`config.mk`:
```
export PLATFORM = sky130hd
export DESIGN_NAME = scc_clock_ctrl
export DESIGN_NICKNAME = d
export VERILOG_FILES = /design/src/scc_pkg.sv /design/src/scc_clock_ctrl.sv /design/src/scc_divider.sv
export VERILOG_INCLUDE_DIRS = /design/src
export SDC_FILE = /design/constraint.sdc
export NUM_CORES = 1
export LEC_CHECK = 0
export BUFFER_PORTS_ARGS = -buffer_cell sky130_fd_sc_hd__buf_2
export CAP_MARGIN = 20
export CORE_UTILIZATION = 45
export CTS_CLUSTER_DIAMETER = 100
export DETAILED_ROUTE_END_ITERATION = 8
export PLACE_DENSITY = 0.8
export SLEW_MARGIN = 20
export SYNTH_ARGS = -nofsm -noshare
export SYNTH_HDL_FRONTEND = slang
export SYNTH_SLANG_ARGS = --single-unit
```
`constraint.sdc`:
```
create_clock -name clk_sys -period 1.8 [get_ports clk_sys]
set_input_delay 0 -clock clk_sys [delete_from_list [all_inputs] [get_ports clk_sys]]
set_output_delay 0 -clock clk_sys [all_outputs]
set_load 0.005 [all_outputs]
```
`src/scc_map.svh`:
```
// Register map, field positions, reset values and timing of the clock control.
// Assumes inclusion by bare name from the top module, the checker and the bench.
`ifndef SCC_MAP_SVH
`define SCC_MAP_SVH
`define SCC_ADDR_OSC 32'hffff_ee00
`define SCC_ADDR_SEL 32'hffff_ee01
`define SCC_OSC_RESET 8'h00a0
`define SCC_SEL_RESET 8'h0007
`define SCC_B_HS_EN 7
`define SCC_B_LS_EN 6
`define SCC_B_HS_AS 5
`define SCC_B_LS_AS 4
`define SCC_B_WU 2
`define SCC_B_CFLG 6
`define SCC_B_CSEL 5
`define SCC_B_PSEL 4
`define SCC_B_SLOW_GEAR_SELECT 3
`define SCC_GEAR_FC 3'h0
`define SCC_GEAR_34 3'h2
`define SCC_GEAR_2 3'h4
`define SCC_GEAR_4 3'h6
`define SCC_GEAR_8 3'h7
`define SCC_WARMUP_CYCLES 16'h4000
`define SCC_SWITCH_CYCLES 4'h4
`define SCC_ZERO16 16'h0000
`define SCC_ONE16 16'h0001
`define SCC_ZERO4 4'h0
`define SCC_ONE4 4'h1
`endif

```
`src/scc_pkg.sv`:
```
// Types shared by the clock control files.
// Assumes scc_map.svh is on the include path.
package scc_pkg;
  typedef struct packed {
    logic [7:0] addr;
    logic [7:0] wdata;
    logic wr;
    logic rd;
  } scc_req_t;
  typedef enum logic [1:0] {
    SCC_ST_FAST = 2'b00,
    SCC_ST_TO_SLOW = 2'b01,
    SCC_ST_SLOW = 2'b10,
    SCC_ST_TO_FAST = 2'b11
  } scc_state_t;
endpackage : scc_pkg

```
`src/scc_clock_ctrl.sv`:
```
// Oscillator control, clock source select and gear registers.
// Assumes a single-cycle strobe bus on clk_sys and synchronous srst.
// Function
// RQ1: Oscillator enables stop when 0, run when 1; fast resets 1, slow 0.
// RQ2: Writing 1 to warm-up bit starts the warm-up timer; 0 does nothing.
// RQ3: Warm-up bit reads 1 while timer counts, 0 once finished.
// RQ4: Status flag reads 0 on fast clock, 1 on slow, after switch-over.
// RQ5: Unused bits read zero and ignore writes.
// RQ6: Post-stop enables choose which oscillator runs after stop release.
// RQ7: Source switch only taken while both oscillator enables are 1.
// RQ8: Oscillator of the selected source always runs after stop release.
// RQ9: Fast gear divides by 3/4, 1/2, 1/4, 1/8; reset selects 1/8.
// RQ10: Prescaler select gives /16, /8, /4, /2; resets to /16.
`timescale 1ns/1ps
`include "scc_map.svh"
module scc_clock_ctrl (
  // Clock and reset
  input wire logic clk_sys,
  input wire logic srst,
  // Register port, full 32-bit address decoded
  input wire logic [31:0] addr,
  input wire logic [7:0] wdata,
  input wire logic wr,
  input wire logic rd,
  output logic [7:0] rdata,
  // Standby interface
  input wire logic stop_release,
  // Oscillator and clock outputs
  output logic hs_osc_run,
  output logic ls_osc_run,
  output logic on_slow_clock,
  output logic gear_tick,
  output logic prescale_tick,
  output logic slow_gear_half,
  output logic periph_from_fast
);
  logic hs_osc_enable_reg, hs_osc_enable_next;
  logic ls_osc_enable_reg, ls_osc_enable_next;
  logic hs_osc_after_stop_reg, hs_osc_after_stop_next;
  logic ls_osc_after_stop_reg, ls_osc_after_stop_next;
  logic [1:0] prescale_sel_reg, prescale_sel_next;
  logic clock_source_select_reg, clock_source_select_next;
  logic periph_source_select_reg, periph_source_select_next;
  logic slow_gear_select_reg, slow_gear_select_next;
  logic [2:0] fast_gear_reg, fast_gear_next;
  logic [15:0] warmup_timer_reg, warmup_timer_next;
  logic [3:0] sw_cnt_reg, sw_cnt_next;
  scc_pkg::scc_state_t state_reg, state_next;
  logic clock_source_flag;
  logic [7:0] rdata_reg, rdata_next;
  logic gear_tick_w, pre_tick_w;
  logic gear_tick_reg, pre_tick_reg;

  // Address decode, shared by read and write paths
  function automatic logic hit(input logic [31:0] a, input logic [31:0] r);
    hit = (a == r);
  endfunction : hit

  // Register write logic
  always_comb begin
    hs_osc_enable_next = hs_osc_enable_reg;
    ls_osc_enable_next = ls_osc_enable_reg;
    hs_osc_after_stop_next = hs_osc_after_stop_reg;
    ls_osc_after_stop_next = ls_osc_after_stop_reg;
    prescale_sel_next = prescale_sel_reg;
    clock_source_select_next = clock_source_select_reg;
    periph_source_select_next = periph_source_select_reg;
    slow_gear_select_next = slow_gear_select_reg;
    fast_gear_next = fast_gear_reg;
    if (wr && hit(addr, `SCC_ADDR_OSC)) begin
      hs_osc_enable_next = wdata[`SCC_B_HS_EN]; // see RQ1
      ls_osc_enable_next = wdata[`SCC_B_LS_EN]; // see RQ1
      hs_osc_after_stop_next = wdata[`SCC_B_HS_AS]; // see RQ6
      ls_osc_after_stop_next = wdata[`SCC_B_LS_AS]; // see RQ6
      prescale_sel_next = wdata[1:0]; // see RQ10
    end
    if (wr && hit(addr, `SCC_ADDR_SEL)) begin
      if (hs_osc_enable_reg && ls_osc_enable_reg) begin
        clock_source_select_next = wdata[`SCC_B_CSEL]; // see RQ7
      end
      periph_source_select_next = wdata[`SCC_B_PSEL];
      slow_gear_select_next = wdata[`SCC_B_SLOW_GEAR_SELECT];
      fast_gear_next = wdata[2:0]; // see RQ9
    end
    // Stop release: each oscillator follows its post-stop bit, except that the selected source's oscillator stays on
    if (stop_release) begin
      hs_osc_enable_next = hs_osc_after_stop_reg
        || !clock_source_select_reg; // see RQ6 see RQ8
      ls_osc_enable_next = ls_osc_after_stop_reg
        || clock_source_select_reg; // see RQ6 see RQ8
    end
  end

  // Warm-up timer: a write of 1 loads, a write of 0 is ignored
  always_comb begin
    warmup_timer_next = warmup_timer_reg;
    if (warmup_timer_reg != `SCC_ZERO16) begin
      warmup_timer_next = warmup_timer_reg - `SCC_ONE16;
    end
    if (wr && hit(addr, `SCC_ADDR_OSC) && wdata[`SCC_B_WU]) begin
      warmup_timer_next = `SCC_WARMUP_CYCLES; // see RQ2
    end
  end

  // Source switch-over sequence; the flag moves only once it is done
  always_comb begin
    state_next = state_reg;
    sw_cnt_next = sw_cnt_reg;
    case (state_reg)
      scc_pkg::SCC_ST_FAST: begin
        if (clock_source_select_reg) begin
          state_next = scc_pkg::SCC_ST_TO_SLOW;
          sw_cnt_next = `SCC_SWITCH_CYCLES;
        end
      end
      scc_pkg::SCC_ST_TO_SLOW: begin
        sw_cnt_next = sw_cnt_reg - `SCC_ONE4;
        if (sw_cnt_reg == `SCC_ONE4) begin
          state_next = scc_pkg::SCC_ST_SLOW;
        end
      end
      scc_pkg::SCC_ST_SLOW: begin
        if (!clock_source_select_reg) begin
          state_next = scc_pkg::SCC_ST_TO_FAST;
          sw_cnt_next = `SCC_SWITCH_CYCLES;
        end
      end
      scc_pkg::SCC_ST_TO_FAST: begin
        sw_cnt_next = sw_cnt_reg - `SCC_ONE4;
        if (sw_cnt_reg == `SCC_ONE4) begin
          state_next = scc_pkg::SCC_ST_FAST;
        end
      end
      default: state_next = scc_pkg::SCC_ST_FAST;
    endcase
  end

  // Flag is high in the slow state and while leaving it
  assign clock_source_flag = (state_reg == scc_pkg::SCC_ST_SLOW)
    || (state_reg == scc_pkg::SCC_ST_TO_FAST); // see RQ4

  // Read data, valid the cycle after the strobe
  always_comb begin
    rdata_next = 8'h00;
    if (rd && hit(addr, `SCC_ADDR_OSC)) begin
      rdata_next[`SCC_B_HS_EN] = hs_osc_enable_reg;
      rdata_next[`SCC_B_LS_EN] = ls_osc_enable_reg;
      rdata_next[`SCC_B_HS_AS] = hs_osc_after_stop_reg;
      rdata_next[`SCC_B_LS_AS] = ls_osc_after_stop_reg;
      rdata_next[`SCC_B_WU] = (warmup_timer_reg != `SCC_ZERO16); // see RQ3
      rdata_next[1:0] = prescale_sel_reg;
    end
    if (rd && hit(addr, `SCC_ADDR_SEL)) begin
      rdata_next[`SCC_B_CFLG] = clock_source_flag; // see RQ4
      rdata_next[`SCC_B_CSEL] = clock_source_select_reg;
      rdata_next[`SCC_B_PSEL] = periph_source_select_reg;
      rdata_next[`SCC_B_SLOW_GEAR_SELECT] = slow_gear_select_reg;
      rdata_next[2:0] = fast_gear_reg;
    end
    // Bit 3 of one, bit 7 of the other stay zero; see RQ5
  end

  // Registers
  always_ff @(posedge clk_sys) begin
    if (srst) begin
      hs_osc_enable_reg <= 1'b1; // see RQ1
      ls_osc_enable_reg <= 1'b0;
      hs_osc_after_stop_reg <= 1'b1;
      ls_osc_after_stop_reg <= 1'b0;
      prescale_sel_reg <= 2'h0;
      clock_source_select_reg <= 1'b0;
      periph_source_select_reg <= 1'b0;
      slow_gear_select_reg <= 1'b0;
      fast_gear_reg <= `SCC_GEAR_8;
      warmup_timer_reg <= `SCC_ZERO16;
      sw_cnt_reg <= `SCC_ZERO4;
      state_reg <= scc_pkg::SCC_ST_FAST;
      rdata_reg <= 8'h00;
      gear_tick_reg <= 1'b0;
      pre_tick_reg <= 1'b0;
    end else begin
      hs_osc_enable_reg <= hs_osc_enable_next;
      ls_osc_enable_reg <= ls_osc_enable_next;
      hs_osc_after_stop_reg <= hs_osc_after_stop_next;
      ls_osc_after_stop_reg <= ls_osc_after_stop_next;
      prescale_sel_reg <= prescale_sel_next;
      clock_source_select_reg <= clock_source_select_next;
      periph_source_select_reg <= periph_source_select_next;
      slow_gear_select_reg <= slow_gear_select_next;
      fast_gear_reg <= fast_gear_next;
      warmup_timer_reg <= warmup_timer_next;
      sw_cnt_reg <= sw_cnt_next;
      state_reg <= state_next;
      rdata_reg <= rdata_next;
      gear_tick_reg <= gear_tick_w;
      pre_tick_reg <= pre_tick_w;
    end
  end

  // Gear and prescaler ticks
  scc_divider u_div (
    .clk_sys(clk_sys),
    .srst(srst),
    .gear(fast_gear_reg), // see RQ9
    .pre(prescale_sel_reg), // see RQ10
    .gear_tick(gear_tick_w),
    .pre_tick(pre_tick_w)
  );

  // Outputs straight from flip-flops
  assign rdata = rdata_reg;
  assign hs_osc_run = hs_osc_enable_reg;
  assign ls_osc_run = ls_osc_enable_reg;
  assign on_slow_clock = state_reg[1];
  assign gear_tick = gear_tick_reg;
  assign prescale_tick = pre_tick_reg;
  assign slow_gear_half = slow_gear_select_reg;
  assign periph_from_fast = periph_source_select_reg;
endmodule : scc_clock_ctrl

```
`src/scc_divider.sv`:
```
// Gear and prescaler enable generator for the clock control.
// Assumes one clock; emits one-cycle tick enables from codes.
`timescale 1ns/1ps
module scc_divider (
  // Clock and reset
  input wire logic clk_sys,
  input wire logic srst,
  // Division codes
  input wire logic [2:0] gear,
  input wire logic [1:0] pre,
  // Tick outputs
  output logic gear_tick,
  output logic pre_tick
);
  logic [3:0] cnt_reg;
  logic [3:0] cnt_next;
  logic gear_reg;
  logic gear_next;
  logic [3:0] pcnt_reg;
  logic [3:0] pcnt_next;
  logic pre_reg;
  logic pre_next;

  // Gear: 3/4 drops every fourth tick, the other defined codes divide by a power of two
  always_comb begin
    cnt_next = cnt_reg + `SCC_ONE4;
    case (gear)
      `SCC_GEAR_FC: gear_next = 1'b1;
      `SCC_GEAR_34: gear_next = (cnt_reg[1:0] != 2'b11);
      `SCC_GEAR_2: gear_next = (cnt_reg[0] == 1'b1);
      `SCC_GEAR_4: gear_next = (cnt_reg[1:0] == 2'b11);
      `SCC_GEAR_8: gear_next = (cnt_reg[2:0] == 3'b111);
      default: gear_next = 1'b0; // Reserved codes stall the gear
    endcase
    pcnt_next = pcnt_reg;
    pre_next = 1'b0;
    if (gear_reg) begin
      pcnt_next = pcnt_reg + `SCC_ONE4;
      case (pre)
        2'b00: pre_next = (pcnt_reg == 4'hf);
        2'b01: pre_next = (pcnt_reg[2:0] == 3'h7);
        2'b10: pre_next = (pcnt_reg[1:0] == 2'h3);
        default: pre_next = pcnt_reg[0];
      endcase
    end
  end

  // Registers
  always_ff @(posedge clk_sys) begin
    if (srst) begin
      cnt_reg <= `SCC_ZERO4;
      gear_reg <= 1'b0;
      pcnt_reg <= `SCC_ZERO4;
      pre_reg <= 1'b0;
    end else begin
      cnt_reg <= cnt_next;
      gear_reg <= gear_next;
      pcnt_reg <= pcnt_next;
      pre_reg <= pre_next;
    end
  end

  assign gear_tick = gear_reg;
  assign pre_tick = pre_reg;
endmodule : scc_divider

```
# Word-level counts from Yosys, hierarchy flattened
# Index checks and enable logic that the tools add are counted.
# word_totals
out_inout_bits	15
input_bits	45
register_bits	54
# classes
eq_ne	22
n_bitwise	3
n_addsub	4
n_mux	19
reduce_logical	24
# op_table
op	n
== test 32 bit (second input constant)	2
two-way mux 15 bit	2
nonzero test 16 bit	1
subtractor 16 x 1 -> 16 bit (second input constant)	1
== test 3 bit (second input constant)	5
one-hot mux 4 bit (3 select lines)	1
== test 2 bit (second input constant)	5
!= test 2 bit (second input constant)	5
OR reduction 2 bit	5
adder 4 x 1 -> 4 bit (second input constant)	2
two-way mux 2 bit	4
two-way mux 4 bit	2
one-hot mux 2 bit (4 select lines)	1
two-way mux 7 bit	1
logical AND 1 bit	6
two-way mux 3 bit	2
one-hot mux 1 bit (5 select lines)	1
== test 2 x 1 -> 1 bit (second input constant)	2
== test 4 x 1 -> 1 bit (second input constant)	1
== test 4 bit (second input constant)	1
logical NOT 2 bit	2
two-way mux 1 bit	4
AND reduction 2 bit	2
AND reduction 4 bit	1
other kinds (8)	13

# Logic depth before layout (Yosys ltp)
# depth
ltp_word	4
mapped_depth	6

# Cells and area by module
# From an unflattened synthesis, not the netlist that was laid out.
# hier_totals
cells_unflattened	292
area_unflattened_um2	2563.7
# by_module_without_submodules
mod	seq_area_each_um2	cells_per_inst	area_each_um2	n_inst
scc_clock_ctrl	880.8	252	2154.6	1
scc_divider	180.2	40	409.1	1

# Least setup slack after synthesis
# Ideal clock, no wire load.
# synth_path
path_type	register to register
start	register warmup_timer_reg[0]
end	register warmup_timer_reg[7]
setup_ns	0.070
path_stages_with_launch	7
period_less_slack_ns	1.660
arrival_ns	1.590
path_slack_ns	0.140
path_cell_list	dfxtp_1 > inv_1 > ha_1 > nor3b_1 > and4_1 > or4b_1 > a21oi_1
# synth_via
elab_chain_len	1
word_cells_on_any_way	2
classes_between	add/sub: 1; reduce/logical: 1
# synth_rtl
item	line_no	text
start: declaration	scc_clock_ctrl.sv:46	logic [15:0] warmup_timer_reg, warmup_timer_next;
start signal: assignment	scc_clock_ctrl.sv:175	warmup_timer_reg <= `SCC_ZERO16;
start signal: assignment	scc_clock_ctrl.sv:191	warmup_timer_reg <= warmup_timer_next;
subtractor 16 x 1 -> 16 bit (no source line) or nonzero test 16 bit (tied branches)	n/a	
# Several ways; a longest one is shown, not always the timed one.
# A chain may end at the register's enable or synchronous reset.

# Worst setup path in the final report
# Ends and elaborated chain as after synthesis.

==> results_dict.tcl <==
set metrics [dict create \
    power_density_nw_per_um2 1238 \
    htreeDepth 2 \
    fin_skew_ns 0.01035 \
    worst_slew_pin_slew_ns 0.5551 \
    nNetsFinal 414 \
    die-area_sq_um 5986 \
    port_buffers 59 \
    cts_root_buf "clkbuf_8" \
    yosysMostFrequentCell "dfxtp_1" \
    wl_per_cell_um 13.68 \
    maxSlewViolCount 0 \
    setup_ws_ns 0.06329 \
    drt_wl_total_um 5882 \
    status "finished clean" \
    drive_gt1_share_pct 27.37 \
    ys_warn_count 0 \
    cp-start-kind "register" \
    cellLeakagePower_nw 1.348 \
    syn-cell-area_sq_um 2556 \
    cts_tree "done" \
    hold_viol 0 \
    ant_nets 0 \
    grt_use_total_pct 19.98 \
    clk_path_buf_depth 2 \
    std_cell_rows 27 \
    pre_cts_ws_ns 0.02978 \
    netlist.area_leader.share_pct 41.51 \
    largest_reg_flops 16 \
    clk-insertion-delay-late_ns 0.30 \
    whs_endpoint "ls_osc_run" \
    vias 2390 \
    maxCapViolations 0 \
    die_h_um 77.37 \
    r2r_start "warmup_timer_reg[0]" \
    r2r_end "warmup_timer_reg[7]" \
    cp.arrival_ns 1.98 \
    vias_per_cell 5.558 \
    reg2reg_depth 6 \
    initial_utilization_pct 46.42 \
    grt_max_degree 26 \
    ys_top_cells_by_count "dfxtp_1, nor2_1, a21oi_1" \
    ys.flop_type "dfxtp_1" \
    synth_cells 283 \
    fin_setup_tns_ns 0 \
    gp_congestion 0.8051 \
    grt_first_pass_wirelength_um 9804 \
    die_w_um 77.37 \
    hold_path.class "input pin to register" \
    async_reset_ff_share_pct 0 \
    coreArea_sq_um 5507 \
    antennaDiodeCount 0 \
    min_period_over_period_pct 96.48 \
    globalRouteOverflowTotal 0 \
    drt_iter0_markers 201 \
    finalCriticalPeriod_ns 1.737 \
    critical_path_class "register to register" \
    ys_seq_elements 53 \
    drc 0 \
    area_growth_pct 25.94 \
    avgSynthCellArea_sq_um 9.033 \
    hp-start "wdata[6]" \
    holdWs_ns 0.03729 \
    clock.fmax_mhz 575.8 \
    yosysTopAreaCell "dfxtp_1" \
    clock-sinks 53 \
    yosysUniqueCellTypes 50 \
    maxSlewHeadroom_pct 62.91 \
    holdPathStages 4 \
    nFillCells 471 \
    vdd_ir_drop_max_uv 855.9 \
    yosys-top-cells-area "dfxtp_1, ha_1, nor2_1" \
    numCtsBuffers 5 \
    synth-seq-area-share_pct 41.51 \
    grt_antenna_before_repair 0 \
    drt_pre_antenna_iters 4 \
    clkTransAtPathRegs_ns 0.10 \
    required_ns 2.04 \
    synth_fp_nets 340 \
    r2r_setup_slack_ns 0.06 \
    setup_viol 0 \
    crit_fanout 5 \
    synth-edff-count 0 \
    end_kind "register" \
    startpoint "warmup_timer_reg[0]" \
    grt_pass1_vias 2190 \
    dp_hpwl_um 4225 \
    ioPinCount 60 \
]
==> through the flow <==
stage / utilization [%] / area, sq um / instances / power (mW)
finish: 58.46 / 3219 / 430 / 3.987
detailed placement: 54.12 / 2980 / 413 / 2.938
CTS: 57.15 / 3147 / 426 / 3.771
floorplan: - / 2556 / 283 / 2.496
global route: 58.46 / 3219 / 430 / 4.256
global placement: 54.12 / 2980 / 413 / 2.899
==> layout by cell type (no fill, tap or decap), types with 2 or more instances in the layout <==
cell type,instances
a211oi_1,4
a21oi_1,23
a21oi_2,2
a311oi_1,2
and4_1,4
buf_2,59
buf_4,14
clkbuf_8,6
dfxtp_1,50
dfxtp_2,3
dlygate4sd3_1,6
ha_1,11
inv_1,10
mux2i_1,13
nand2_1,13
nand2b_1,3
nand3_1,5
nand3b_1,2
nand4_1,13
nor2_1,36
nor2b_1,5
nor3_1,4
nor3b_1,3
nor4_1,3
nor4_2,4
o21ai_0,9
o31ai_1,10
o41ai_1,2
or3_1,5
or4_1,5
or4b_1,2
xnor2_1,2
==> cell families (layout without fill, tap and decap cells) <==
| kind of cell | after synthesis | in the layout | synth area share (%) |
|---|---|---|---|
| simple gates | 118 | 118 | 27.51 |
| compound gates | 61 | 61 | 15.13 |
| flops | 53 | 53 | 41.51 |
| buf+inv | 22 | 97 | 3.427 |
| mux | 14 | 14 | 5.531 |
| fa+ha+maj | 12 | 12 | 5.874 |
| xor+xnor | 3 | 3 | 1.028 |
==> power by group <==
part | switching (mW) | total (mW) | internal [mW]
registers | 0.218 | 1.57 | 1.35
logic | 0.800 | 1.59 | 0.788
clock network | 0.373 | 0.827 | 0.454
==> how the worst max path moves through the flow <==
stage	end	slack (ns)
2_1_floorplan	warmup_timer_reg[7]	0.14
3_3_place_gp	warmup_timer_reg[7]	0.09
3_5_place_dp	warmup_timer_reg[13]	0.03
4_1_cts	warmup_timer_reg[13]	0.008
5_1_grt	warmup_timer_reg[11]	-0.04
6_report	warmup_timer_reg[7]	0.06
==> metal layers <==
metal  GRT usage, %  vias up  wire, um
met5              0        -         0
met4          5.283        0        45
met3          4.706        5       261
met2          34.34       60      2955
met1          24.93     1126      2619
li1               -     1199         -
==> layout make-up <==
| cell class | instances | area (sq um) | share of cell area (%) |
|---|---|---|---|
| Clock buffer | 7 | 86.33 | 2.682 |
| Tap cell | 72 | 90.09 | 2.798 |
| Inverter | 10 | 37.54 | 1.166 |
| Sequential cell | 53 | 1065 | 33.07 |
| Clock inverter | 1 | 30.03 | 0.9328 |
| Timing Repair Buffer | 79 | 460.4 | 14.30 |
| Multi-Input combinational cell | 208 | 1450 | 45.04 |
==> critical path, cell delays in order (launching register included) <==
cell and delay, ns:
dfxtp_2 0.37, inv_1 0.05, ha_2 0.20, nor3b_1 0.14, and4_1 0.24, or4b_1 0.51
a21oi_1 0.16
==> timing repair <==
item	4_1_cts	5_1_grt
hold endpoints to repair	8	1
gates resized for setup	0	10
setup buffers	0	3
hold buffers	5	1
setup endpoints to repair	0	6
Power figures use the tool's default switching activity.
